===== src/ssrc_pkg.sv =====
// Purpose: shared constants and carrier types for the secure supply / random control block
// Assumes: classic wishbone slave, 32-bit data, byte addresses
// Notes:   register value sits in the low byte; upper bits read as zero
package ssrc_pkg;
	// register word indices (printed offsets are not multiples of four)
	localparam logic [15:0] SSRC_IDX_RNG_DATA = 16'h6105;
	localparam logic [15:0] SSRC_IDX_CTRL     = 16'h6106;
	localparam logic [15:0] SSRC_IDX_IRQ_STAT = 16'h6110;
	localparam logic [15:0] SSRC_IDX_IRQ_CLR  = 16'h6111;
	localparam logic [15:0] SSRC_IDX_IRQ_EN   = 16'h6112;
	// control register field positions
	localparam int SSRC_BIT_RSVD0     = 0;
	localparam int SSRC_BIT_RNG_VALID = 1;
	localparam int SSRC_BIT_RNG_FORCE = 2;
	localparam int SSRC_BIT_LIM_OFF   = 3;
	localparam int SSRC_BIT_SUP_EN    = 4;
	localparam int SSRC_BIT_OVERLOAD  = 5;
	localparam int SSRC_BIT_IN_MASK   = 6;
	localparam int SSRC_BIT_RSVD7     = 7;
	// reset values
	localparam logic       SSRC_RST_IN_MASK = 1'h1;
	localparam logic       SSRC_RST_RSVD0   = 1'h1;
	localparam logic [1:0] SSRC_RST_IRQ_EN  = 2'h0;
	// interrupt status layout
	localparam int SSRC_IRQ_OVERLOAD = 0;
	localparam int SSRC_IRQ_RNG_NEW  = 1;
	localparam int SSRC_NUM_IRQ      = 2;
	// fields software can write
	typedef struct packed {
		logic in_mask;
		logic sup_en;
		logic lim_off;
		logic rng_force;
	} ssrc_ctrl_t;
	// wishbone request
	typedef struct packed {
		logic        cyc;
		logic        stb;
		logic        we;
		logic [3:0]  sel;
		logic [17:0] adr;
		logic [31:0] dat;
	} ssrc_wb_req_t;
endpackage : ssrc_pkg


===== src/ssrc_sync.sv =====
// Purpose: two-flop synchroniser for pad and analog status inputs
// Assumes: inputs asynchronous to clk_i
// Notes:   only the second stage is visible outside
module ssrc_sync
	import ssrc_pkg::*;
#(
	parameter int W = 1
) (
	// clock and reset
	input  wire logic         clk_i,
	input  wire logic         rst_i,
	// data
	input  wire logic [W-1:0] d_i,
	output logic [W-1:0]      q_o
);
	logic [W-1:0] meta;

	// first stage feeds only the second
	always_ff @(posedge clk_i) begin
		if (rst_i) begin
			meta <= '0;
			q_o  <= '0;
		end else begin
			meta <= d_i;
			q_o  <= meta;
		end
	end
endmodule : ssrc_sync


===== src/ssrc_irq.sv =====
// Purpose: sticky event status, write-one clear and enable for one level interrupt
// Assumes: events are single-cycle pulses in the clk_i domain
// Notes:   a new event wins over a clear in the same cycle
module ssrc_irq
	import ssrc_pkg::*;
(
	// clock and reset
	input  wire logic                    clk_i,
	input  wire logic                    rst_i,
	// events and software access
	input  wire logic [SSRC_NUM_IRQ-1:0] event_i,
	input  wire logic [SSRC_NUM_IRQ-1:0] clear_i,
	input  wire logic [SSRC_NUM_IRQ-1:0] enable_i,
	// results
	output logic [SSRC_NUM_IRQ-1:0]      status_o,
	output logic                         irq_o
);
	// set beats clear so no event is lost
	always_ff @(posedge clk_i) begin
		if (rst_i) begin
			status_o <= '0;
		end else begin
			status_o <= (status_o & ~clear_i) | event_i;
		end
	end

	assign irq_o = |(status_o & enable_i);
endmodule : ssrc_irq


===== src/ssrc_top.sv =====
// Purpose: secure supply switch and random generator control register behind wishbone
// Assumes: analog switch, limiter and rng live outside; pads arrive asynchronously
// Notes:   one word per register index, byte address is four times the index
module ssrc_top
	import ssrc_pkg::*;
(
	// clock and reset
	input  wire logic        clk_i,
	input  wire logic        rst_i,
	// wishbone slave
	input  wire logic        wb_cyc_i,
	input  wire logic        wb_stb_i,
	input  wire logic        wb_we_i,
	input  wire logic [3:0]  wb_sel_i,
	input  wire logic [17:0] wb_adr_i,
	input  wire logic [31:0] wb_dat_i,
	output logic [31:0]      wb_dat_o,
	output logic             wb_ack_o,
	output logic             wb_err_o,
	// supply switch and regulator
	output logic             supply_en_o,
	output logic             supply_gnd_o,
	output logic             pads_powered_o,
	output logic             inrush_limit_o,
	input  wire logic        overload_i,
	// secure link inputs
	input  wire logic        secure_link_input_i,
	input  wire logic        port3_bit4_pin_i,
	output logic             secure_link_input_o,
	output logic             port3_bit4_pin_o,
	// random generator
	input  wire logic        contactless_interface_unit_rng_req_i,
	output logic             rng_run_o,
	input  wire logic        rng_new_i,
	input  wire logic [7:0]  rng_value_i,
	// interrupt
	output logic             irq_o
);
	ssrc_wb_req_t            req;
	ssrc_ctrl_t              ctrl;
	logic                    rng_valid;
	logic [7:0]              rng_data;
	logic [1:0]              pads_s;
	logic                    overload_s;
	logic                    overload_d;
	logic [15:0]             idx;
	logic                    acc;
	logic                    mapped;
	logic                    wr_ctrl;
	logic                    wr_clr;
	logic                    wr_en;
	logic                    rd_data;
	logic [SSRC_NUM_IRQ-1:0] irq_en;
	logic [SSRC_NUM_IRQ-1:0] irq_stat;
	logic [SSRC_NUM_IRQ-1:0] irq_evt;
	logic [SSRC_NUM_IRQ-1:0] irq_clr;
	logic [7:0]              ctrl_rd;
	logic [31:0]             next_dat;

	assign req = '{cyc: wb_cyc_i, stb: wb_stb_i, we: wb_we_i, sel: wb_sel_i, adr: wb_adr_i, dat: wb_dat_i};

	// pad and limiter inputs come from other domains
	ssrc_sync #(.W(3)) u_sync (
		.clk_i (clk_i),
		.rst_i (rst_i),
		.d_i   ({overload_i, secure_link_input_i, port3_bit4_pin_i}),
		.q_o   ({overload_s, pads_s})
	);

	// access timing, one wait-free answer:
	//   taking edge: cyc and stb high, ack and err low; a write lands here
	//   next edge:   ack (or err) sampled high, read data stands with it
	//   edge after:  ack low again; a held request is not taken twice,
	//                since acc is gated by the pending answer
	// no wait states, so a master may release as soon as it sees ack
	// address decode; low two byte address bits ignored
	assign idx     = req.adr[17:2];
	assign acc     = req.cyc & req.stb & ~wb_ack_o & ~wb_err_o;
	assign mapped  = (idx == SSRC_IDX_CTRL) | (idx == SSRC_IDX_RNG_DATA) | (idx == SSRC_IDX_IRQ_STAT)
	               | (idx == SSRC_IDX_IRQ_CLR) | (idx == SSRC_IDX_IRQ_EN);
	assign wr_ctrl = acc & req.we & req.sel[0] & (idx == SSRC_IDX_CTRL);
	assign wr_clr  = acc & req.we & req.sel[0] & (idx == SSRC_IDX_IRQ_CLR);
	assign wr_en   = acc & req.we & req.sel[0] & (idx == SSRC_IDX_IRQ_EN);
	assign rd_data = acc & ~req.we & (idx == SSRC_IDX_RNG_DATA);

	// one wait-free answer: ack or err a cycle after the strobe
	always_ff @(posedge clk_i) begin
		if (rst_i) begin
			wb_ack_o <= 1'b0;
			wb_err_o <= 1'b0;
		end else begin
			wb_ack_o <= acc & mapped;
			wb_err_o <= acc & ~mapped;
		end
	end

	// writable control fields; status and reserved bits are not stored here
	always_ff @(posedge clk_i) begin
		if (rst_i) begin
			ctrl           <= '0;
			ctrl.in_mask   <= SSRC_RST_IN_MASK;
		end else if (wr_ctrl) begin
			ctrl.in_mask   <= req.dat[SSRC_BIT_IN_MASK];
			ctrl.sup_en    <= req.dat[SSRC_BIT_SUP_EN];
			ctrl.lim_off   <= req.dat[SSRC_BIT_LIM_OFF];
			ctrl.rng_force <= req.dat[SSRC_BIT_RNG_FORCE];
		end
	end

	// random value latch and ready flag; a fresh value wins over a read clear
	always_ff @(posedge clk_i) begin
		if (rst_i) begin
			rng_valid <= 1'b0;
			rng_data  <= 8'h00;
		end else begin
			if (rng_new_i) begin
				rng_data  <= rng_value_i;
				rng_valid <= 1'b1;
			end else if (rd_data) begin
				rng_valid <= 1'b0;
			end
		end
	end

	// limiter edge for the interrupt
	always_ff @(posedge clk_i) begin
		if (rst_i) begin
			overload_d <= 1'b0;
		end else begin
			overload_d <= overload_s;
		end
	end

	// interrupt enable register
	always_ff @(posedge clk_i) begin
		if (rst_i) begin
			irq_en <= SSRC_RST_IRQ_EN;
		end else if (wr_en) begin
			irq_en <= req.dat[SSRC_NUM_IRQ-1:0];
		end
	end

	// interrupt events: limiter rising edge and each new random value
	assign irq_evt[SSRC_IRQ_OVERLOAD] = overload_s & ~overload_d;
	assign irq_evt[SSRC_IRQ_RNG_NEW]  = rng_new_i;
	assign irq_clr = wr_clr ? req.dat[SSRC_NUM_IRQ-1:0] : '0;

	ssrc_irq u_irq (
		.clk_i    (clk_i),
		.rst_i    (rst_i),
		.event_i  (irq_evt),
		.clear_i  (irq_clr),
		.enable_i (irq_en),
		.status_o (irq_stat),
		.irq_o    (irq_o)
	);

	// control register read image
	always_comb begin
		ctrl_rd                     = 8'h00;
		ctrl_rd[SSRC_BIT_RSVD7]     = 1'b0;
		ctrl_rd[SSRC_BIT_IN_MASK]   = ctrl.in_mask;
		ctrl_rd[SSRC_BIT_OVERLOAD]  = overload_s;
		ctrl_rd[SSRC_BIT_SUP_EN]    = ctrl.sup_en;
		ctrl_rd[SSRC_BIT_LIM_OFF]   = ctrl.lim_off;
		ctrl_rd[SSRC_BIT_RNG_FORCE] = ctrl.rng_force;
		ctrl_rd[SSRC_BIT_RNG_VALID] = rng_valid;
		ctrl_rd[SSRC_BIT_RSVD0]     = SSRC_RST_RSVD0;
	end

	// read mux; write-only clear reads as zero
	always_comb begin
		next_dat = 32'h0000_0000;
		unique case (idx)
			SSRC_IDX_CTRL:     next_dat[7:0] = ctrl_rd;
			SSRC_IDX_RNG_DATA: next_dat[7:0] = rng_data;
			SSRC_IDX_IRQ_STAT: next_dat[SSRC_NUM_IRQ-1:0] = irq_stat;
			SSRC_IDX_IRQ_EN:   next_dat[SSRC_NUM_IRQ-1:0] = irq_en;
			default:           next_dat = 32'h0000_0000;
		endcase
	end

	// read data registered with the ack
	always_ff @(posedge clk_i) begin
		if (rst_i) begin
			wb_dat_o <= 32'h0000_0000;
		end else if (acc & ~req.we) begin
			wb_dat_o <= next_dat;
		end
	end

	// supply switch; disabled means pin pulled to ground
	assign supply_en_o    = ctrl.sup_en;
	assign pads_powered_o = ctrl.sup_en;
	assign supply_gnd_o   = ~ctrl.sup_en;
	assign inrush_limit_o = ~ctrl.lim_off;

	// masking holds inputs idle while the supply ramps
	assign secure_link_input_o = ctrl.in_mask ? 1'b0 : pads_s[1];
	assign port3_bit4_pin_o    = ctrl.in_mask ? 1'b1 : pads_s[0];

	// rng run request
	assign rng_run_o = ctrl.rng_force | contactless_interface_unit_rng_req_i;

	// checks
	ctrl_addr_a: assert property (@(posedge clk_i) disable iff (rst_i)
		wr_ctrl |=> (ctrl.sup_en == $past(req.dat[SSRC_BIT_SUP_EN])))
		else $error("control write not stored");
	limit_on_a: assert property (@(posedge clk_i) disable iff (rst_i)
		!ctrl_rd[SSRC_BIT_LIM_OFF] |-> inrush_limit_o)
		else $error("current limit dropped");
	supply_off_a: assert property (@(posedge clk_i) disable iff (rst_i)
		!ctrl_rd[SSRC_BIT_SUP_EN] |-> (supply_gnd_o && !supply_en_o))
		else $error("supply not grounded");
	supply_on_a: assert property (@(posedge clk_i) disable iff (rst_i)
		ctrl_rd[SSRC_BIT_SUP_EN] |-> (supply_en_o && pads_powered_o && !supply_gnd_o))
		else $error("supply not on");
	overload_rd_a: assert property (@(posedge clk_i) disable iff (rst_i)
		$rose(overload_i) ##2 overload_i |-> ctrl_rd[SSRC_BIT_OVERLOAD])
		else $error("overload not shown");
	mask_pass_a: assert property (@(posedge clk_i) disable iff (rst_i)
		!ctrl.in_mask |-> (port3_bit4_pin_o == pads_s[0] && secure_link_input_o == pads_s[1]))
		else $error("pad not passed");
	mask_force_a: assert property (@(posedge clk_i) disable iff (rst_i)
		ctrl.in_mask |-> (!secure_link_input_o && port3_bit4_pin_o))
		else $error("masked inputs wrong");
	rng_free_a: assert property (@(posedge clk_i) disable iff (rst_i)
		(!ctrl.rng_force && !contactless_interface_unit_rng_req_i) |-> !rng_run_o)
		else $error("rng ran unrequested");
	rng_force_a: assert property (@(posedge clk_i) disable iff (rst_i)
		ctrl.rng_force |-> rng_run_o)
		else $error("rng not forced");
	rng_ready_a: assert property (@(posedge clk_i) disable iff (rst_i)
		rng_new_i |=> (rng_valid && rng_data == $past(rng_value_i)))
		else $error("random ready not set");
	rng_clear_a: assert property (@(posedge clk_i) disable iff (rst_i)
		(rd_data && !rng_new_i) |=> !rng_valid)
		else $error("ready not cleared on read");
	rsvd_fixed_a: assert property (@(posedge clk_i) disable iff (rst_i)
		wr_ctrl |=> (ctrl_rd[SSRC_BIT_RSVD0] && !ctrl_rd[SSRC_BIT_RSVD7]))
		else $error("reserved bits changed");
	bus_ack_a: assert property (@(posedge clk_i) disable iff (rst_i)
		(acc && mapped) |=> wb_ack_o ##1 !wb_ack_o)
		else $error("ack not one cycle");

	// first edge after reset: idle values, supply off, inputs masked
	reset_vals_a: assert property (@(posedge clk_i) disable iff (rst_i)
		$fell(rst_i) |-> (ctrl.in_mask == SSRC_RST_IN_MASK && !ctrl.sup_en && !ctrl.lim_off && !ctrl.rng_force
		&& !rng_valid && irq_stat == '0 && irq_en == SSRC_RST_IRQ_EN && !wb_ack_o && !wb_err_o))
		else $error("reset state wrong");

	// bus answer: one pulse, never both, nothing stored on a refused access
	err_unmapped_a: assert property (@(posedge clk_i) disable iff (rst_i)
		(acc && !mapped) |=> (wb_err_o && !wb_ack_o))
		else $error("unmapped access not refused");
	err_one_a: assert property (@(posedge clk_i) disable iff (rst_i)
		wb_err_o |=> !wb_err_o)
		else $error("err longer than one cycle");
	resp_excl_a: assert property (@(posedge clk_i) disable iff (rst_i)
		!(wb_ack_o && wb_err_o))
		else $error("ack and err together");
	unmapped_quiet_a: assert property (@(posedge clk_i) disable iff (rst_i)
		(acc && !mapped) |=> (ctrl == $past(ctrl) && irq_en == $past(irq_en)))
		else $error("unmapped access changed state");
	sel_ignored_a: assert property (@(posedge clk_i) disable iff (rst_i)
		(acc && req.we && !req.sel[0]) |=> (ctrl == $past(ctrl)))
		else $error("write without low byte stored");

	// read path: data taken at the ack edge and held until the next read
	read_ctrl_a: assert property (@(posedge clk_i) disable iff (rst_i)
		(acc && !req.we && idx == SSRC_IDX_CTRL) |=> (wb_dat_o == {24'h000000, $past(ctrl_rd)}))
		else $error("control read data wrong");
	dat_hold_a: assert property (@(posedge clk_i) disable iff (rst_i)
		!(acc && !req.we) |=> (wb_dat_o == $past(wb_dat_o)))
		else $error("read data moved without a read");
	rng_rd_dat_a: assert property (@(posedge clk_i) disable iff (rst_i)
		rd_data |=> (wb_dat_o[7:0] == $past(rng_data)))
		else $error("random read data wrong");

	// supply and regulator follow the last control write; the overload bit follows the limiter
	lim_write_a: assert property (@(posedge clk_i) disable iff (rst_i)
		wr_ctrl |=> (inrush_limit_o == !$past(req.dat[SSRC_BIT_LIM_OFF])))
		else $error("current limit not as written");
	gnd_write_a: assert property (@(posedge clk_i) disable iff (rst_i)
		(wr_ctrl && !req.dat[SSRC_BIT_SUP_EN]) |=> (supply_gnd_o && !supply_en_o && !pads_powered_o))
		else $error("supply off write not applied");
	pwr_write_a: assert property (@(posedge clk_i) disable iff (rst_i)
		(wr_ctrl && req.dat[SSRC_BIT_SUP_EN]) |=> (supply_en_o && pads_powered_o && !supply_gnd_o))
		else $error("supply on write not applied");
	overload_fall_a: assert property (@(posedge clk_i) disable iff (rst_i)
		$fell(overload_i) ##2 !overload_i |-> !ctrl_rd[SSRC_BIT_OVERLOAD])
		else $error("overload shown after release");

	// link masking and random generator run
	mask_write_a: assert property (@(posedge clk_i) disable iff (rst_i)
		(wr_ctrl && req.dat[SSRC_BIT_IN_MASK]) |=> (!secure_link_input_o && port3_bit4_pin_o))
		else $error("mask write not applied");
	run_req_a: assert property (@(posedge clk_i) disable iff (rst_i)
		contactless_interface_unit_rng_req_i |-> rng_run_o)
		else $error("rng request not passed");
	force_write_a: assert property (@(posedge clk_i) disable iff (rst_i)
		(wr_ctrl && req.dat[SSRC_BIT_RNG_FORCE]) |=> rng_run_o)
		else $error("force write not applied");

	// ready flag stays up until a read; software cannot write it
	rng_hold_a: assert property (@(posedge clk_i) disable iff (rst_i)
		(rng_valid && !rd_data) |=> rng_valid)
		else $error("ready dropped without a read");
	ready_ro_a: assert property (@(posedge clk_i) disable iff (rst_i)
		(wr_ctrl && !rng_new_i && !rd_data) |=> (rng_valid == $past(rng_valid)))
		else $error("ready bit written");
	rng_data_hold_a: assert property (@(posedge clk_i) disable iff (rst_i)
		!rng_new_i |=> (rng_data == $past(rng_data)))
		else $error("random value changed alone");

	// interrupt status: edge sets, write-one clears, set wins
	rng_irq_a: assert property (@(posedge clk_i) disable iff (rst_i)
		rng_new_i |=> irq_stat[SSRC_IRQ_RNG_NEW])
		else $error("random event not latched");
	ovl_irq_a: assert property (@(posedge clk_i) disable iff (rst_i)
		(overload_s && !overload_d) |=> irq_stat[SSRC_IRQ_OVERLOAD])
		else $error("overload event not latched");
	irq_clear_a: assert property (@(posedge clk_i) disable iff (rst_i)
		(wr_clr && req.dat[SSRC_IRQ_OVERLOAD] && !irq_evt[SSRC_IRQ_OVERLOAD]) |=> !irq_stat[SSRC_IRQ_OVERLOAD])
		else $error("status not cleared");
	irq_set_wins_a: assert property (@(posedge clk_i) disable iff (rst_i)
		(irq_evt != '0) |=> ((irq_stat & $past(irq_evt)) == $past(irq_evt)))
		else $error("event lost to clear");
	en_write_a: assert property (@(posedge clk_i) disable iff (rst_i)
		wr_en |=> (irq_en == $past(req.dat[SSRC_NUM_IRQ-1:0])))
		else $error("enable write not stored");
endmodule : ssrc_top


===== config.mk =====
export PLATFORM = sky130hd
export DESIGN_NAME = ssrc_top
export DESIGN_NICKNAME = d
export VERILOG_FILES = /design/src/ssrc_pkg.sv /design/src/ssrc_sync.sv /design/src/ssrc_irq.sv /design/src/ssrc_top.sv
export SDC_FILE = /design/constraint.sdc
export NUM_CORES = 1
export LEC_CHECK = 0
export BUFFER_PORTS_ARGS = -buffer_cell sky130_fd_sc_hd__buf_2
export CAP_MARGIN = 20
export CORE_MARGIN = 5
export CORE_UTILIZATION = 40
export CTS_BUF_LIST = sky130_fd_sc_hd__clkbuf_4 sky130_fd_sc_hd__clkbuf_8
export CTS_CLUSTER_DIAMETER = 80
export CTS_CLUSTER_SIZE = 14
export DETAILED_ROUTE_END_ITERATION = 16
export PLACE_DENSITY = 0.77
export SYNTH_ARGS = -nofsm -noshare
export SYNTH_HDL_FRONTEND = slang
export SYNTH_SLANG_ARGS = --single-unit

===== constraint.sdc =====
create_clock -name clk_i -period 2 [get_ports clk_i]
set_input_delay 0.6 -clock clk_i [delete_from_list [all_inputs] [get_ports clk_i]]
set_output_delay 0.6 -clock clk_i [all_outputs]
set_load 0.005 [all_outputs]

==> results.json <==
{
  "status": "completed",
  "netlist_instances": 178,
  "yosysSeqAreaShare_pct": 39.74,
  "grt_usage_pct": 13.56,
  "crit_top_cell": "buf_2",
  "totalWireLength_um": 3797,
  "irDropWorstVdd_mv": 0.5724,
  "start_util_pct": 41.92,
  "firstDrtPassIters": 4,
  "worstPathArrival_ns": 1.07,
  "grt_pass1_wl_um": 5871,
  "drive_gt1_share_pct": 33.33,
  "clkSinkCount": 34,
  "p_leak_nw": 0.9148,
  "powerDensity_mw_per_mm2": 775.9,
  "critPathMaxStageDelay_ns": 0.25,
  "drv_cap": 0,
  "rsz0062_at_grt": "no",
  "synth_area_leaders": "dfxtp_1, buf_4, mux2i_1",
  "drt_first_iter_violations": 81,
  "via_per_inst": 4.676,
  "cp_cell_sequence": "buf_2, or2_2, buf_2",
  "fp-row-count": 23,
  "clock-root-buffer": "clkbuf_8",
  "setup_viol": 0,
  "syn_area_mm2": 0.001713,
  "io_pins": 114,
  "fin_skew_ns": 0.009127,
  "hold_viol": 0,
  "power_frac_seq_pct": 43.2,
  "path_class": "in2out",
  "cts_resized": 0,
  "wire_per_inst_um": 13.09,
  "cts_made_buffers": 5,
  "switching_share_pct": 20.76,
  "ant_nets": 0,
  "fin_tns_setup_ns": 0,
  "clock_latency_ns": 0.28,
  "htreeDepth": 2,
  "reg2reg_slack_ns": 0.44,
  "num-nets-final": 311,
  "slowest_stage": "or2_2",
  "min_path_type": "reg2reg",
  "crit_required_ns": 1.40,
  "diodes": 0,
  "synth_cell_types": 35,
  "grt_max_degree": 23,
  "gp_congestion": 0.8948,
  "synth_seq_cells": 34,
  "grt_pass1_vias": 1255,
  "syn_area_per_cell_um2": 9.623,
  "max_freq_mhz": 598.0,
  "yosysTopAreaCell": "dfxtp_1",
  "worstPathMaxFanout": 1,
  "die_w_um": 75.44,
  "finalMaxSlewViolations": 0,
  "synthDominantCellAreaShare_pct": 39.74,
  "layout_common_cells": "buf_2, dfxtp_1, conb_1",
  "post-dp-hpwl_um": 3023,
  "final_area_mm2": 0.002111,
  "power_switching_mw": 0.3400,
  "ys.flop_type": "dfxtp_1",
  "cts.clk_slew.worst_paths_ns": 0.07,
  "portBuffers": 58,
  "internal-power_mw": 1.298,
  "place_area_mm2": 0.001968,
  "whs_endpoint": "u_sync.q_o[0]",
  "die_area_mm2": 0.005691,
  "synthArstFlopShare_pct": 0,
  "hp-start": "u_sync.meta[0]",
  "cts_setup_buffers": 0,
  "ys_warn_count": 0,
  "mostFrequentLayoutCell": "buf_2",
  "comb_power_share_pct": 9.4,
  "r2r_cells": 5,
  "fill_cells": 388,
  "route.detailed.drc": 0,
  "antenna_found_initial": 0,
  "p_clk_share_pct": 47.5,
  "fin_crit_ns": 1.672,
  "fin_crit_sh_pct": 83.62,
  "holdPathStages": 1,
  "die_height_um": 75.44,
  "r2r_start": "wb_ack_o",
  "overflow": 0,
  "critPathCaptureType": "output pin",
  "cts_tree": "done",
  "worstReg2RegEnd": "pads_powered_o",
  "hold_buffers": 0,
  "clk_path_buf_depth": 2,
  "area_growth_pct": 23.23,
  "synth_edf_count": 0,
  "core-area_mm2": 0.004086,
  "start_kind": "input port",
  "vias": 1356
}
layout make-up:
class	instances	area, um^2	area share (%)
Multi-Input combinational cell	134	900.9	42.68
Sequential cell	34	680.7	32.25
Timing Repair Buffer	61	312.8	14.82
Clock buffer	6	82.58	3.912
Tap cell	50	62.56	2.964
Clock inverter	2	60.06	2.845
Inverter	3	11.26	0.5335
state kept, by name, indices dropped and copies added, names as in the netlist, 2 cells and up:
name	count
irq_en	2
wb_dat_o	8
ctrl	3
rng_data	8
u_irq.status_o	2
u_sync.q_o	3
u_sync.meta	3
per-layer routing:
metal  part of all wire [%]  vias to the layer above  track usage (%)
met3                    8.0                        7            3.562
met1                     47                      597            18.90
li1                       -                      700                -
met5                      0                        -                0
met2                     44                       52            20.23
met4                    1.6                        0            4.854
cells in the mapped netlist, types with 4 or more instances:
master and count:
dfxtp_1 34, buf_4 25, nor2_1 15, nor2b_1 13
mux2i_1 12, nand2b_1 10, a21oi_1 6, a22oi_1 6
clkbuf_1 5, nand2_1 5, nand3_1 5, o2bb2ai_1 5
o21ai_0 4
through the flow:
stage | instances | total power, mW | hold WS (ns) | util (%) | setup slack (ns)
3_3_place_gp | 282 | 0.8702 | 0.4199 | 48.16 | 0.07410
4_1_cts | 290 | 1.647 | 0.4449 | 51.65 | 0.3243
6_report | 290 | 1.638 | 0.4394 | 51.65 | 0.3277
2_1_floorplan | 201 | 0.8381 | 0.4138 | - | 0.2484
5_1_grt | 290 | 1.700 | 0.4717 | 51.65 | 0.2359
3_5_place_dp | 282 | 0.8747 | 0.4278 | 48.16 | 0.04886
worst max path at each step:
stage | from | to | slack (ns) | depth (start not counted)
finish | contactless_interface_unit_rng_req_i | rng_run_o | 0.33 | 3
floorplan | wb_adr_i[5] | ctrl[0] | 0.25 | 4
global placement | wb_adr_i[12] | ctrl[1] | 0.07 | 6
detailed placement | wb_adr_i[5] | ctrl[0] | 0.05 | 6
CTS | contactless_interface_unit_rng_req_i | rng_run_o | 0.32 | 3
global route | wb_adr_i[12] | ctrl[1] | 0.24 | 6
logic make-up (layout without fill, tap and decap cells):
| family | Yosys count | in the layout | share of synthesized area (%) |
|---|---|---|---|
| AND/OR/NAND/NOR | 67 | 67 | 27.25 |
| flip-flops | 34 | 34 | 39.74 |
| buffers and inverters | 33 | 72 | 12.71 |
| AO/OA/AOI/OAI | 31 | 31 | 13.08 |
| multiplexers | 12 | 12 | 7.013 |
| other | 1 | 24 | 0.2189 |
critical path, delay by kind of cell:
family                 cells  cell delay, ns
and+or+nand+nor            1            0.25
buffers and inverters      2            0.22
power groups by stage:
stage / clock (mW) / sequential (mW) / combinational (mW)
2_1_floorplan: 0 / 0.719 / 0.119
3_3_place_gp: 0 / 0.722 / 0.148
3_5_place_dp: 0 / 0.722 / 0.152
4_1_cts: 0.788 / 0.707 / 0.153
5_1_grt: 0.816 / 0.710 / 0.173
6_report: 0.777 / 0.707 / 0.153
Note: power is estimated with default switching activity, not from simulation.
